**src/core/eau_pkg.sv**
```systemverilog
// constants, types and helpers of the effective address unit
// assumes one clock domain; used by the unit and its register view
// Contract
// - ALU operations accept only register direct or immediate operands.
// - moves accept every mode except pc relative, memory indirect and 24-bit absolute.
// - bit ops: direct, indirect, absolute; register index only set/clr/inv/tst.
// - register direct picks byte, word or long register view by size.
// - indirect address used as fetch target keeps low 24 bits only.
// - displacement added to register; 16-bit one sign-extended first.
// - post-increment: access at register, then write back register plus 1/2/4.
// - pre-decrement: register minus 1/2/4 is address and written back.
// - 8-bit absolute data address gets upper 24 bits all ones.
// - 16-bit absolute data address is sign-extended.
// - 32-bit absolute data address is used unchanged.
// - 24-bit absolute is a fetch target only, upper 8 bits zero.
// - immediates 8/16/32 bits; pointer ops implicit; trap has 2-bit vector.
// - branch: sign-extended displacement plus 24-bit pc, upper 8 bits zero.
// - branch base is the address of the next instruction's first byte.
// - memory indirect for jumps only, 8-bit pointer zero-extended.
// - memory indirect reads word in normal, longword with zero top byte in advanced.
// - word, long and branch target addresses have bit 0 cleared.
// - normal mode drops upper address bits, leaving a 16-bit address.
package eau_pkg;

	// ------------------------------------------------------------
	// widths and masks
	// ------------------------------------------------------------
	localparam int ADDR_W      = 32;
	localparam int PC_W        = 24;
	localparam int BYTE_W      = 8;
	localparam int WORD_W      = 16;
	localparam int REG_IDX_W   = 3;
	localparam int REG_HALF    = 3;
	localparam int BIT_IDX_W   = 3;
	localparam int TRAP_W      = 2;

	localparam logic [ADDR_W-1:0] ADDR_RST  = 32'h0000_0000;
	localparam logic [ADDR_W-1:0] EVEN_MASK = 32'hFFFF_FFFE;
	localparam logic [ADDR_W-1:0] NORM_MASK = 32'h0000_FFFF;
	localparam logic [ADDR_W-1:0] PROG_MASK = 32'h00FF_FFFF;
	localparam logic [ADDR_W-1:0] PTR_MASK  = 32'h0000_00FF;
	localparam logic [ADDR_W-BYTE_W-1:0] ABS8_FILL = 24'hFFFFFF;
	localparam logic [ADDR_W-PC_W-1:0]   PROG_FILL = 8'h00;

	localparam logic [ADDR_W-1:0] STEP_BYTE = 32'h0000_0001;
	localparam logic [ADDR_W-1:0] STEP_WORD = 32'h0000_0002;
	localparam logic [ADDR_W-1:0] STEP_LONG = 32'h0000_0004;

	// ------------------------------------------------------------
	// enumerations
	// ------------------------------------------------------------
	typedef enum logic [3:0] {
		MD_REG_DIRECT = 4'b0000,
		MD_REG_IND    = 4'b0001,
		MD_DISP16     = 4'b0010,
		MD_DISP32     = 4'b0011,
		MD_POST_INC   = 4'b0100,
		MD_PRE_DEC    = 4'b0101,
		MD_ABS8       = 4'b0110,
		MD_ABS16      = 4'b0111,
		MD_ABS24      = 4'b1000,
		MD_ABS32      = 4'b1001,
		MD_IMM        = 4'b1010,
		MD_PC_REL8    = 4'b1011,
		MD_PC_REL16   = 4'b1100,
		MD_MEM_IND    = 4'b1101
	} eau_mode_t;

	typedef enum logic [2:0] {
		CL_ALU    = 3'b000,
		CL_MOVE   = 3'b001,
		CL_BIT    = 3'b010,
		CL_BRANCH = 3'b011,
		CL_JUMP   = 3'b100,
		CL_PTR    = 3'b101,
		CL_TRAP   = 3'b110
	} eau_cls_t;

	typedef enum logic [1:0] {
		SZ_BYTE = 2'b00,
		SZ_WORD = 2'b01,
		SZ_LONG = 2'b10
	} eau_size_t;

	typedef enum logic [2:0] {
		BO_SET   = 3'b000,
		BO_CLR   = 3'b001,
		BO_INV   = 3'b010,
		BO_TST   = 3'b011,
		BO_OTHER = 3'b100
	} eau_bitop_t;

	typedef enum logic [1:0] {
		ST_IDLE = 2'b00,
		ST_IND  = 2'b01
	} eau_state_t;

	function automatic logic [ADDR_W-1:0] eau_step(input eau_size_t sz);
		case (sz)
			SZ_BYTE: eau_step = STEP_BYTE;
			SZ_WORD: eau_step = STEP_WORD;
			default: eau_step = STEP_LONG;
		endcase
	endfunction

endpackage

```
**src/core/eau_view_if.sv**
```systemverilog
// carrier between the unit and its register view
// assumes the long register value is already read from the register file
interface eau_view_if;
	import eau_pkg::*;
	logic [ADDR_W-1:0] long_val;
	eau_size_t         size;
	logic              upper;
	logic [ADDR_W-1:0] view_val;
	modport src  (output long_val, output size, output upper,
		input view_val);
	modport view (input long_val, input size, input upper,
		output view_val);
endinterface

```
**src/core/eau_top.sv**
```systemverilog
// effective address unit: mode legality, address arithmetic, writeback
// assumes decoder holds request fields stable while req_valid is high and
// that register file data answers reg_rd_idx in the same cycle
module eau_top
	import eau_pkg::*;
(
	input  wire logic              clk_sys,
	input  wire logic              resetn,
	input  wire logic              adv_mode_strap,
	input  wire logic              req_valid,
	output logic                   req_ready,
	input  wire eau_cls_t          req_cls,
	input  wire eau_mode_t         req_mode,
	input  wire eau_size_t         req_size,
	input  wire eau_bitop_t        req_bitop,
	input  wire logic              req_bit_from_reg,
	input  wire logic [3:0]        req_reg,
	input  wire logic [ADDR_W-1:0] req_ext,
	input  wire logic [BIT_IDX_W-1:0] req_imm3,
	input  wire logic [PC_W-1:0]   req_pc_next,
	output logic [REG_IDX_W-1:0]   reg_rd_idx,
	input  wire logic [ADDR_W-1:0] reg_rd_data,
	input  wire logic [BYTE_W-1:0] bit_reg_data,
	output logic                   rd_req,
	output logic [ADDR_W-1:0]      rd_addr,
	output logic                   rd_long,
	input  wire logic              rd_ack,
	input  wire logic [ADDR_W-1:0] rd_data,
	output logic                   ea_valid,
	output logic                   ea_unsup,
	output logic                   ea_is_mem,
	output logic [ADDR_W-1:0]      ea_addr,
	output logic [ADDR_W-1:0]      op_val,
	output logic [BIT_IDX_W-1:0]   bit_idx,
	output logic [TRAP_W-1:0]      trap_vec,
	output logic                   wb_en,
	output logic [REG_IDX_W-1:0]   wb_idx,
	output logic [ADDR_W-1:0]      wb_data,
	output logic                   adv_mode
);

	// ------------------------------------------------------------
	// state
	// ------------------------------------------------------------
	typedef struct packed {
		eau_state_t            state;
		logic                  cap;
		logic                  adv;
		logic                  valid;
		logic                  unsup;
		logic                  is_mem;
		logic [ADDR_W-1:0]     addr;
		logic [ADDR_W-1:0]     opv;
		logic [BIT_IDX_W-1:0]  bidx;
		logic [TRAP_W-1:0]     trap;
		logic                  wb;
		logic [REG_IDX_W-1:0]  wbi;
		logic [ADDR_W-1:0]     wbd;
		logic                  rreq;
		logic [ADDR_W-1:0]     raddr;
		logic                  rlong;
	} eau_st_t;

	localparam eau_st_t ST_RST = '{state: ST_IDLE, cap: 1'b0, adv: 1'b0,
		valid: 1'b0, unsup: 1'b0, is_mem: 1'b0, addr: ADDR_RST,
		opv: ADDR_RST, bidx: '0, trap: '0, wb: 1'b0, wbi: '0,
		wbd: ADDR_RST, rreq: 1'b0, raddr: ADDR_RST, rlong: 1'b0};

	eau_st_t s_q;
	eau_st_t s_d;
	logic    acc;

	eau_view_if vw ();

	eau_reg_view u_view (
		.vw (vw.view)
	);

	// ------------------------------------------------------------
	// helpers
	// ------------------------------------------------------------
	function automatic logic eau_legal(input eau_cls_t c,
		input eau_mode_t m, input eau_bitop_t b, input logic fr);
		logic ok;
		ok = 1'b0;
		case (c)
			CL_ALU: ok = (m == MD_REG_DIRECT) || (m == MD_IMM);
			// move mode set, no 24-bit data form
			CL_MOVE: ok = !((m == MD_PC_REL8) || (m == MD_PC_REL16) ||
				(m == MD_MEM_IND) || (m == MD_ABS24));
			CL_BIT: ok = ((m == MD_REG_DIRECT) || (m == MD_REG_IND) ||
				(m == MD_ABS8) || (m == MD_ABS16) || (m == MD_ABS32)) &&
				(!fr || (b != BO_OTHER));
			CL_BRANCH: ok = (m == MD_PC_REL8) || (m == MD_PC_REL16);
			CL_JUMP: ok = (m == MD_REG_IND) || (m == MD_ABS24) ||
				(m == MD_MEM_IND);
			CL_PTR: ok = (m == MD_REG_DIRECT);
			CL_TRAP: ok = (m == MD_IMM);
			default: ok = 1'b0;
		endcase
		return ok;
	endfunction

	function automatic logic [ADDR_W-1:0] eau_finish(
		input logic [ADDR_W-1:0] a, input logic even, input logic adv);
		logic [ADDR_W-1:0] r;
		r = even ? (a & EVEN_MASK) : a;
		if (!adv) begin
			r = r & NORM_MASK;
		end
		return r;
	endfunction

	// ------------------------------------------------------------
	// next state
	// ------------------------------------------------------------
	// no request until the mode is captured
	assign req_ready  = (s_q.state == ST_IDLE) && s_q.cap;
	assign acc        = req_valid && req_ready;
	assign reg_rd_idx = req_reg[REG_IDX_W-1:0];

	assign vw.long_val = reg_rd_data;
	assign vw.size     = req_size;
	// byte field: clear half bit picks the high byte register
	assign vw.upper    = (req_size == SZ_BYTE) ? !req_reg[REG_HALF] :
		req_reg[REG_HALF];

	always_comb begin
		logic [ADDR_W-1:0] raw;
		logic              even;
		logic [ADDR_W-1:0] step;
		raw  = ADDR_RST;
		even = 1'b0;
		step = eau_step(req_size);
		s_d  = s_q;
		s_d.valid = 1'b0;
		s_d.unsup = 1'b0;
		s_d.wb    = 1'b0;
		if (!s_q.cap) begin
			s_d.cap = 1'b1;
			s_d.adv = adv_mode_strap;
		end
		case (s_q.state)
			ST_IDLE: begin
				if (acc && !eau_legal(req_cls, req_mode, req_bitop,
					req_bit_from_reg)) begin
					s_d.unsup = 1'b1;
				end else if (acc) begin
					s_d.valid  = 1'b1;
					s_d.is_mem = 1'b1;
					s_d.wbi    = req_reg[REG_IDX_W-1:0];
					s_d.bidx   = req_bit_from_reg ?
						bit_reg_data[BIT_IDX_W-1:0] : req_imm3;
					s_d.trap   = req_ext[TRAP_W-1:0];
					s_d.opv    = ADDR_RST;
					even = (req_size != SZ_BYTE) ||
						(req_cls == CL_JUMP) || (req_cls == CL_BRANCH);
					case (req_mode)
						MD_REG_DIRECT: begin
							s_d.is_mem = 1'b0;
							s_d.opv    = vw.view_val;
						end
						MD_REG_IND: begin
							raw = (req_cls == CL_JUMP) ?
								(reg_rd_data & PROG_MASK) : reg_rd_data;
						end
						MD_DISP16: raw = reg_rd_data +
							{{(ADDR_W-WORD_W){req_ext[WORD_W-1]}},
							 req_ext[WORD_W-1:0]};
						MD_DISP32: raw = reg_rd_data + req_ext;
						MD_POST_INC: begin
							raw = reg_rd_data;
							s_d.wb  = 1'b1;
							s_d.wbd = reg_rd_data + step;
						end
						MD_PRE_DEC: begin
							// decremented value is address and writeback
							raw = reg_rd_data - step;
							s_d.wb  = 1'b1;
							s_d.wbd = reg_rd_data - step;
						end
						MD_ABS8: raw = {ABS8_FILL, req_ext[BYTE_W-1:0]};
						MD_ABS16: raw = {{(ADDR_W-WORD_W){req_ext[WORD_W-1]}},
							req_ext[WORD_W-1:0]};
						MD_ABS24: raw = req_ext & PROG_MASK;
						MD_ABS32: raw = req_ext;
						MD_IMM: begin
							s_d.is_mem = 1'b0;
							case (req_size)
								SZ_BYTE: s_d.opv = req_ext & PTR_MASK;
								SZ_WORD: s_d.opv = req_ext & NORM_MASK;
								default: s_d.opv = req_ext;
							endcase
						end
						MD_PC_REL8, MD_PC_REL16: begin
							raw = ({PROG_FILL, req_pc_next} +
								((req_mode == MD_PC_REL8) ?
								{{(ADDR_W-BYTE_W){req_ext[BYTE_W-1]}},
								 req_ext[BYTE_W-1:0]} :
								{{(ADDR_W-WORD_W){req_ext[WORD_W-1]}},
								 req_ext[WORD_W-1:0]})) & PROG_MASK;
						end
						MD_MEM_IND: begin
							s_d.valid = 1'b0;
							s_d.rreq  = 1'b1;
							s_d.rlong = s_q.adv;
							s_d.raddr = eau_finish(req_ext & PTR_MASK,
								1'b1, s_q.adv);
							s_d.state = ST_IND;
						end
						default: s_d.unsup = 1'b1;
					endcase
					if (req_mode == MD_PC_REL8 || req_mode == MD_PC_REL16 ||
						req_cls == CL_JUMP) begin
						s_d.is_mem = 1'b0;
					end
					s_d.addr = eau_finish(raw, even, s_q.adv);
				end
			end
			ST_IND: begin
				if (rd_ack) begin
					// word target or long with zero top byte
					raw = s_q.adv ? (rd_data & PROG_MASK) :
						(rd_data & NORM_MASK);
					s_d.addr   = eau_finish(raw, 1'b1, s_q.adv);
					s_d.valid  = 1'b1;
					s_d.is_mem = 1'b0;
					s_d.rreq   = 1'b0;
					s_d.state  = ST_IDLE;
				end
			end
			default: s_d.state = ST_IDLE;
		endcase
	end

	always_ff @(posedge clk_sys or negedge resetn) begin
		if (!resetn) begin
			s_q <= ST_RST;
		end else begin
			s_q <= s_d;
		end
	end

	// ------------------------------------------------------------
	// outputs
	// ------------------------------------------------------------
	assign ea_valid  = s_q.valid;
	assign ea_unsup  = s_q.unsup;
	assign ea_is_mem = s_q.is_mem;
	assign ea_addr   = s_q.addr;
	assign op_val    = s_q.opv;
	assign bit_idx   = s_q.bidx;
	assign trap_vec  = s_q.trap;
	assign wb_en     = s_q.wb;
	assign wb_idx    = s_q.wbi;
	assign wb_data   = s_q.wbd;
	assign rd_req    = s_q.rreq;
	assign rd_addr   = s_q.raddr;
	assign rd_long   = s_q.rlong;
	assign adv_mode  = s_q.adv;
endmodule

```
**src/core/eau_reg_view.sv**
```systemverilog
// register direct view: byte, word or long slice of a long register
// assumes the caller sets upper from the register field and size
module eau_reg_view
	import eau_pkg::*;
(
	eau_view_if.view vw
);

	always_comb begin
		case (vw.size)
			SZ_BYTE: begin
				vw.view_val = vw.upper ?
					{{(ADDR_W-BYTE_W){1'b0}},
					 vw.long_val[2*BYTE_W-1:BYTE_W]} :
					{{(ADDR_W-BYTE_W){1'b0}}, vw.long_val[BYTE_W-1:0]};
			end
			SZ_WORD: begin
				vw.view_val = vw.upper ?
					{{(ADDR_W-WORD_W){1'b0}},
					 vw.long_val[ADDR_W-1:WORD_W]} :
					{{(ADDR_W-WORD_W){1'b0}}, vw.long_val[WORD_W-1:0]};
			end
			default: vw.view_val = vw.long_val;
		endcase
	end

endmodule

```
**config.mk**
```make
export PLATFORM = sky130hd
export DESIGN_NAME = eau_top
export DESIGN_NICKNAME = d
export VERILOG_FILES = /design/src/core/eau_pkg.sv /design/src/core/eau_view_if.sv /design/src/core/eau_top.sv /design/src/core/eau_reg_view.sv
export SDC_FILE = /design/constraint.sdc
export NUM_CORES = 1
export LEC_CHECK = 0
export BUFFER_PORTS_ARGS = -buffer_cell sky130_fd_sc_hd__buf_2
export CAP_MARGIN = 40
export CORE_UTILIZATION = 55
export CTS_BUF_LIST = sky130_fd_sc_hd__clkbuf_16
export DETAILED_ROUTE_END_ITERATION = 12
export MAX_ROUTING_LAYER = met4
export PLACE_DENSITY = 0.8
export SLEW_MARGIN = 5
export SYNTH_ARGS = -nofsm -noshare
export SYNTH_HDL_FRONTEND = slang
export SYNTH_HIERARCHICAL = 1
export SYNTH_SLANG_ARGS = --single-unit
export TNS_END_PERCENT = 20
```
**constraint.sdc**
```tcl
create_clock -name clk_sys -period 3.7 [get_ports clk_sys]
set_input_delay 0.555 -clock clk_sys [delete_from_list [all_inputs] [get_ports clk_sys]]
set_output_delay 0.555 -clock clk_sys [all_outputs]
set_load 0.005 [all_outputs]
```
==> Yosys cells after proc, flatten, opt, wreduce, memory -nomap -nowiden <==
Cells that the tools add are included.
{ "classes": {"eq_ne": 26, "n_reduce_logical": 39, "n_bitwise": 1, "mux": 41, "addsub": 5} }
{ "ops": {"columns": ["op", "n"], "rows": [
  ["one-hot mux 32 bit (10 select lines)", 1],
  ["one-hot mux 32 bit (2 select lines)", 4],
  ["2-to-1 mux 142 bit", 1],
  ["2-to-1 mux 140 bit", 1],
  ["adder 32 bit", 3],
  ["2-to-1 mux 32 bit", 3],
  ["one-hot mux 33 bit (2 select lines)", 1],
  ["2-to-1 mux 24 bit", 2],
  ["2-to-1 mux 36 bit", 1],
  ["2-to-1 mux 34 bit", 1],
  ["2-to-1 mux 33 bit", 1],
  ["subtractor 32 bit", 1],
  ["adder 24 bit", 1],
  ["equality test 4 bit (second input constant)", 6],
  ["equality test 4 x 3 -> 1 bit (second input constant)", 4],
  ["2-to-1 mux 16 bit", 1],
  ["AND reduction 4 bit", 4],
  ["logical OR 1 bit", 14],
  ["OR reduction 14 bit", 1],
  ["2-to-1 mux 1 bit", 13],
  ["equality test 3 bit (second input constant)", 3],
  ["equality test 4 x 2 -> 1 bit (second input constant)", 2],
  ["2-to-1 mux 2 bit", 4],
  ["2-to-1 mux 8 bit", 1],
  ["other kinds (22)", 38]
]} }
{ "totals": {"ff_bits": 121, "wordCells": 128} }

==> Logic depth before layout (Yosys ltp) <==
{ "depth": {"depth_word": 12, "ltp_mapped": 19, "mapped_depth_nobuf": 14} }

==> Modules after synthesis <==
Netlist, hierarchy kept.
{ "by_module_without_submodules": {"columns": ["module", "n_inst", "cells_each", "area_each_um2", "seq_area_each_um2"], "rows": [
  ["eau_top", 1, 1468, 11496.0, 3002.9],
  ["eau_reg_view", 1, 73, 560.5, 0.0]
]} }

==> Worst setup path before layout <==
OpenSTA, ideal clock, no wires.
{ "synth_path": {"kind": "input to register", "from": "input port req_mode[1]", "to": "register s_q (netlist bit ea_addr[30])", "arrival_ps": 3944, "setup_ps": 130, "required_ps": 3570, "path_stages": 18, "setup_slack_ps": -374, "cell_sequence": "clkbuf_1 -> clkbuf_1 -> and2_1 -> clkbuf_1 -> clkbuf_1 -> buf_1 -> a31o_2 -> ha_1 -> buf_1 -> a41oi_1 -> o21ai_0 -> a21oi_1 -> nor2b_1 -> a31oi_1 -> o21ai_0 -> o31ai_1 -> mux2i_1 -> o21ai_0"} }
{ "synth_via": {"elab_chain_cells": 12, "word_cells_on_any_way": 38} }
{ "synth_lines": {"columns": ["element", "line_no", "rtl"], "rows": [
  ["start: declaration", "eau_top.sv:13", "input wire eau_mode_t req_mode,"],
  ["equality test 4 x 1 -> 1 bit / zero test 4 bit (equally long branches)", null, null],
  ["logical OR 1 bit (2 in series)", "eau_top.sv:91", "CL_BIT: ok = ((m == MD_REG_DIRECT) || (m == MD_REG_IND) ||"],
  ["logical OR 1 bit (2 in series)", "eau_top.sv:92", "(m == MD_ABS8) || (m == MD_ABS16) || (m == MD_ABS32)) &&"],
  ["logical AND 1 bit", "eau_top.sv:92", null],
  ["one-hot mux 1 bit (7 select lines)", "eau_top.sv:86", "case (c)"],
  ["2-to-1 mux 1 bit", "eau_top.sv:143", "case (s_q.state)"],
  ["zero test 1 bit", "eau_top.sv:145", "if (acc && !eau_legal(req_cls, req_mode, req_bitop,"],
  ["logical AND 1 bit", "eau_top.sv:145", null],
  ["!= test 2 bit (no source line)", null, null],
  ["AND reduction 4 bit (no source line)", null, null],
  ["end signal: assignment", "eau_top.sv:238", "s_q <= ST_RST;"],
  ["end signal: assignment", "eau_top.sv:240", "s_q <= s_d;"],
  ["end: declaration", "eau_top.sv:69", "eau_st_t s_q;"]
]} }
Parallel ways exist; a longest one is shown, timed or not. The select of a mux whose other input is x is not followed.
A chain may end at the register's enable or synchronous reset.

==> Final worst setup path <==
{ "layout_path": {"from": "input port req_mode[2]", "to": "register s_q (netlist bit ea_addr[22])"} }
{ "layout_via": {"elab_chain_cells": 12, "word_cells_on_any_way": 40} }
{ "layout_lines": {"columns": ["element"], "rows": [
  ["branches (longest 12 deep; another with adder 24 bit)"]
]} }
Several ways; the timed one is not identified. The select of a mux whose other input is x is not followed.

==> summary.md <==
| Metric | Value |
|---|---|
| # rows | 53 |
| Multi-input logic area | ~7600 um2 |
| Tcrit/Tclk final | 0.904 |
| Share of layout cells above drive strength 1 | 0.271 |
| Synth-to-Final Area Change | 14.6% |
| Avg Inst Size Synth | about 8 um2 |
| Commonest non-fill, non-tap cells in the layout | buf_2 (260), a21oi_1 (152), nand2_1 (134) |
| FF/Latch Area | around 3000 um2 |
| EDFF count, synth | 0 |
| CP Launch Type | input port |
| IO Pins | 300 |
| Crit Path Max Fanout | 17 |
| Synth warn | 6 |
| Die ar. | 22500 um2 |
| Max Clk Rate | 0.299 GHz |
| Worst Setup End Kind | flop |
| Post-route DRC violation count | 0 |
| DR vias | between 10k and 15k |
| Router iterations before antenna repair | 8 |
| Grt total ovfl | 0 |
| Worst-margin pin slew | approximately 0.86 ns |
| Mapped Area | 12100 um2 |
| WS Path Type | input port to flop |
| Vias in the first global route | around 12k |
| Largest net degree at the start of global routing | 79 |
| First-pass GRT wire length | about 64 mm |
| CTS Sinks | 120 |
| H-Tree Depth | 4 |
| Root buf cell | clkbuf_16 |
| Final Max Tran Viols | 0 |
| Unique masters post-synth | between 70 and 80 |
| Fin area | around 14000 um2 |
| Sequential fraction of the synthesis area | 0.249 |
| Most common cell after layout, fill and taps aside | buf_2 |
| Vias per cell | a little over 6 |
| Filler cells | between 1.5k and 2k |
| Setup Skew | between 0.008 and 0.009 ns |
| Final hold vios | 0 |
| Starting Density | 0.566 |
| Post-Layout Cell Count | 2005 |
| DRT antenna net count | 0 |
| PD cells | roughly 450 nW/um2 |
| Setup TNS | 0 ns |
| Fraction of registers with async set/reset | 1.00 |
| Cell count after synthesis | around 1.5k |
| Clk_lat worst skew | 0.43 ns |
| Slew Limit Headroom | 0.424 |
| Post-cts resize count | 0 |
| Placed inst area | about 13000 um2 |
| Leakage power | around 6.3 nW |
| Initial DRC count | between 1k and 1.5k |
| CORE AREA | ~21000 um2 |
| Core Util, Final | 0.649 |
| Post-synthesis register bit count | 120 |
| Fin Hold WS | ~0.19 ns |
| CTS buffer count | 17 |
| Hold-fix buffers at CTS | 0 |
| Required time worst endpoint | between 4 and 5 ns |
| Die Y | between 150 and 200 um |
| GPL Wtd Cong | around 1 |
| Inst Count DP | around 2.0k |
| Maximum VDD drop | 348 uV |
| Post-synth top flop | dfrtp_1 |
| DP Worst Slack | -0.0481 ns |
| WL/cell | 21.0 um |
| Tot GR Track Use | 0.384 |
| HP Class | input port to asynchronous set/reset pin |
| Minimum clock period | between 3 and 4 ns |
| Clock transition at the registers of the reported paths | about 0.070 ns |
| Worst Path Arrival | 3.67 ns |
| Die span in x | roughly 150 um |
| CTS Buffer Depth | 2 |
| Max-Cap Viols | 0 |
| DP Wirelength | ~32 mm |
| Status | complete, no violations |
| # setup viols final | 0 |
| CTS tree | built |
| Setup Buffers After CTS | 0 |
| Total Wirelength | roughly 42 mm |
| Fin nets | roughly 1.9k |
| Pwr Total | just over 6 mW |
| RSZ-0062 raised after global routing | no |
| Port-buffer cells | 260 |
| Final setup margin | around 0.36 ns |
| Initial antenna violation count | 1 |
## power breakdown
| part | total [mW] | switching (mW) | internal (mW) |
|---|---|---|---|
| logic | 2.43 | 1.33 | 1.11 |
| clock network | 1.67 | 0.678 | 0.994 |
| registers | 2.07 | 0.262 | 1.80 |
| total | 6.17 | 2.27 | 3.91 |
## Yosys cell counts (11+ instances only)
library cell	number	area [um2]
a21oi_1	152	761
buf_4	140	1050
nand2_1	134	503
o21ai_0	122	611
nor2_1	121	454
dfrtp_1	120	3000
clkbuf_1	70	263
ha_1	64	801
a22oi_1	50	375
xnor2_1	50	438
nand3_1	38	190
xor2_1	35	307
nor3_1	30	150
inv_1	27	101
mux2_2	24	270
and2_1	22	138
a21o_1	20	150
a31oi_1	18	113
a31o_2	16	140
o211ai_1	16	120
nand4_1	15	93.8
nor2b_1	15	93.8
a221oi_1	14	123
buf_1	14	52.6
a211oi_1	12	90.1
or3_1	12	75.1
buf_2	11	55.1
mux2i_1	11	110
o22ai_1	11	68.8
## sequential cells by signal, indices dropped and copies added (netlist names)
signal / cells
op_val: 32
bit_idx: 3
ea_is_mem: 1
trap_vec: 2
ea_valid: 1
rd_addr: 7
adv_mode: 1
s_q: 2
wb_idx: 3
wb_en: 1
ea_unsup: 1
rd_req: 1
ea_addr: 32
rd_long: 1
wb_data: 32
## path summary, 6_finish.rpt
kind	cells past startpoint	to	from	slack, ns
max in group asynchronous	2	wb_idx[2]$_DFFE_PN0P_	resetn	2.71
worst max-delay path	17	ea_addr[22]$_DFFE_PN0P_	req_mode[2]	0.36
min in group clk_sys	2	ea_addr[5]$_DFFE_PN0P_	rd_data[5]	0.36
worst min-delay path	1	wb_data[19]$_DFFE_PN0P_	resetn	0.19
worst max register to register	8	ea_addr[24]$_DFFE_PN0P_	s_q[144]$_DFFE_PN0P_	0.98
worst min register to register	2	wb_data[22]$_DFFE_PN0P_	wb_data[22]$_DFFE_PN0P_	0.47
## area by class of cell
type,instances,area share
clock buffer,17,0.0308
multi-input combinational,1180,0.551
sequential,120,0.217
tap,275,0.0249
timing repair buffer,370,0.157
antenna,1,0.000181
inverter,27,0.00733
clock inverter,15,0.0112
## metal layers
metal / vias up / global-route usage / part of all wire
met5: - / - / 0
met4: 0 / 0.167 / 0.040
met3: 125 / 0.0793 / 0.11
met2: 726 / 0.591 / 0.46
met1: 5876 / 0.486 / 0.39
li1: 5781 / - / -
## kinds of logic after synthesis
group | synth area share
flip-flops | 0.249
buffers and inverters | 0.129
multiplexers | 0.0390
adder cells (fa/ha/maj) | 0.0731
AND/OR/NAND/NOR | 0.183
other | 0.000623
XOR/XNOR | 0.0617
AO/OA/AOI/OAI | 0.264
## worst max-delay path, cell delays in order
cell and delay [ns]:
buf_2 0.09, buf_4 0.21, nor2b_1 0.09, buf_4 0.14
nand4_1 0.16, buf_4 0.19, a21boi_0 0.24, inv_1 0.15
buf_4 0.18, ha_1 0.31, nand3_1 0.11, or3_1 0.39
nand4b_1 0.19, nand2_1 0.09, xor2_1 0.23, a221oi_1 0.11
o211ai_1 0.21
No activity file was read; power rests on OpenSTA's default activity.
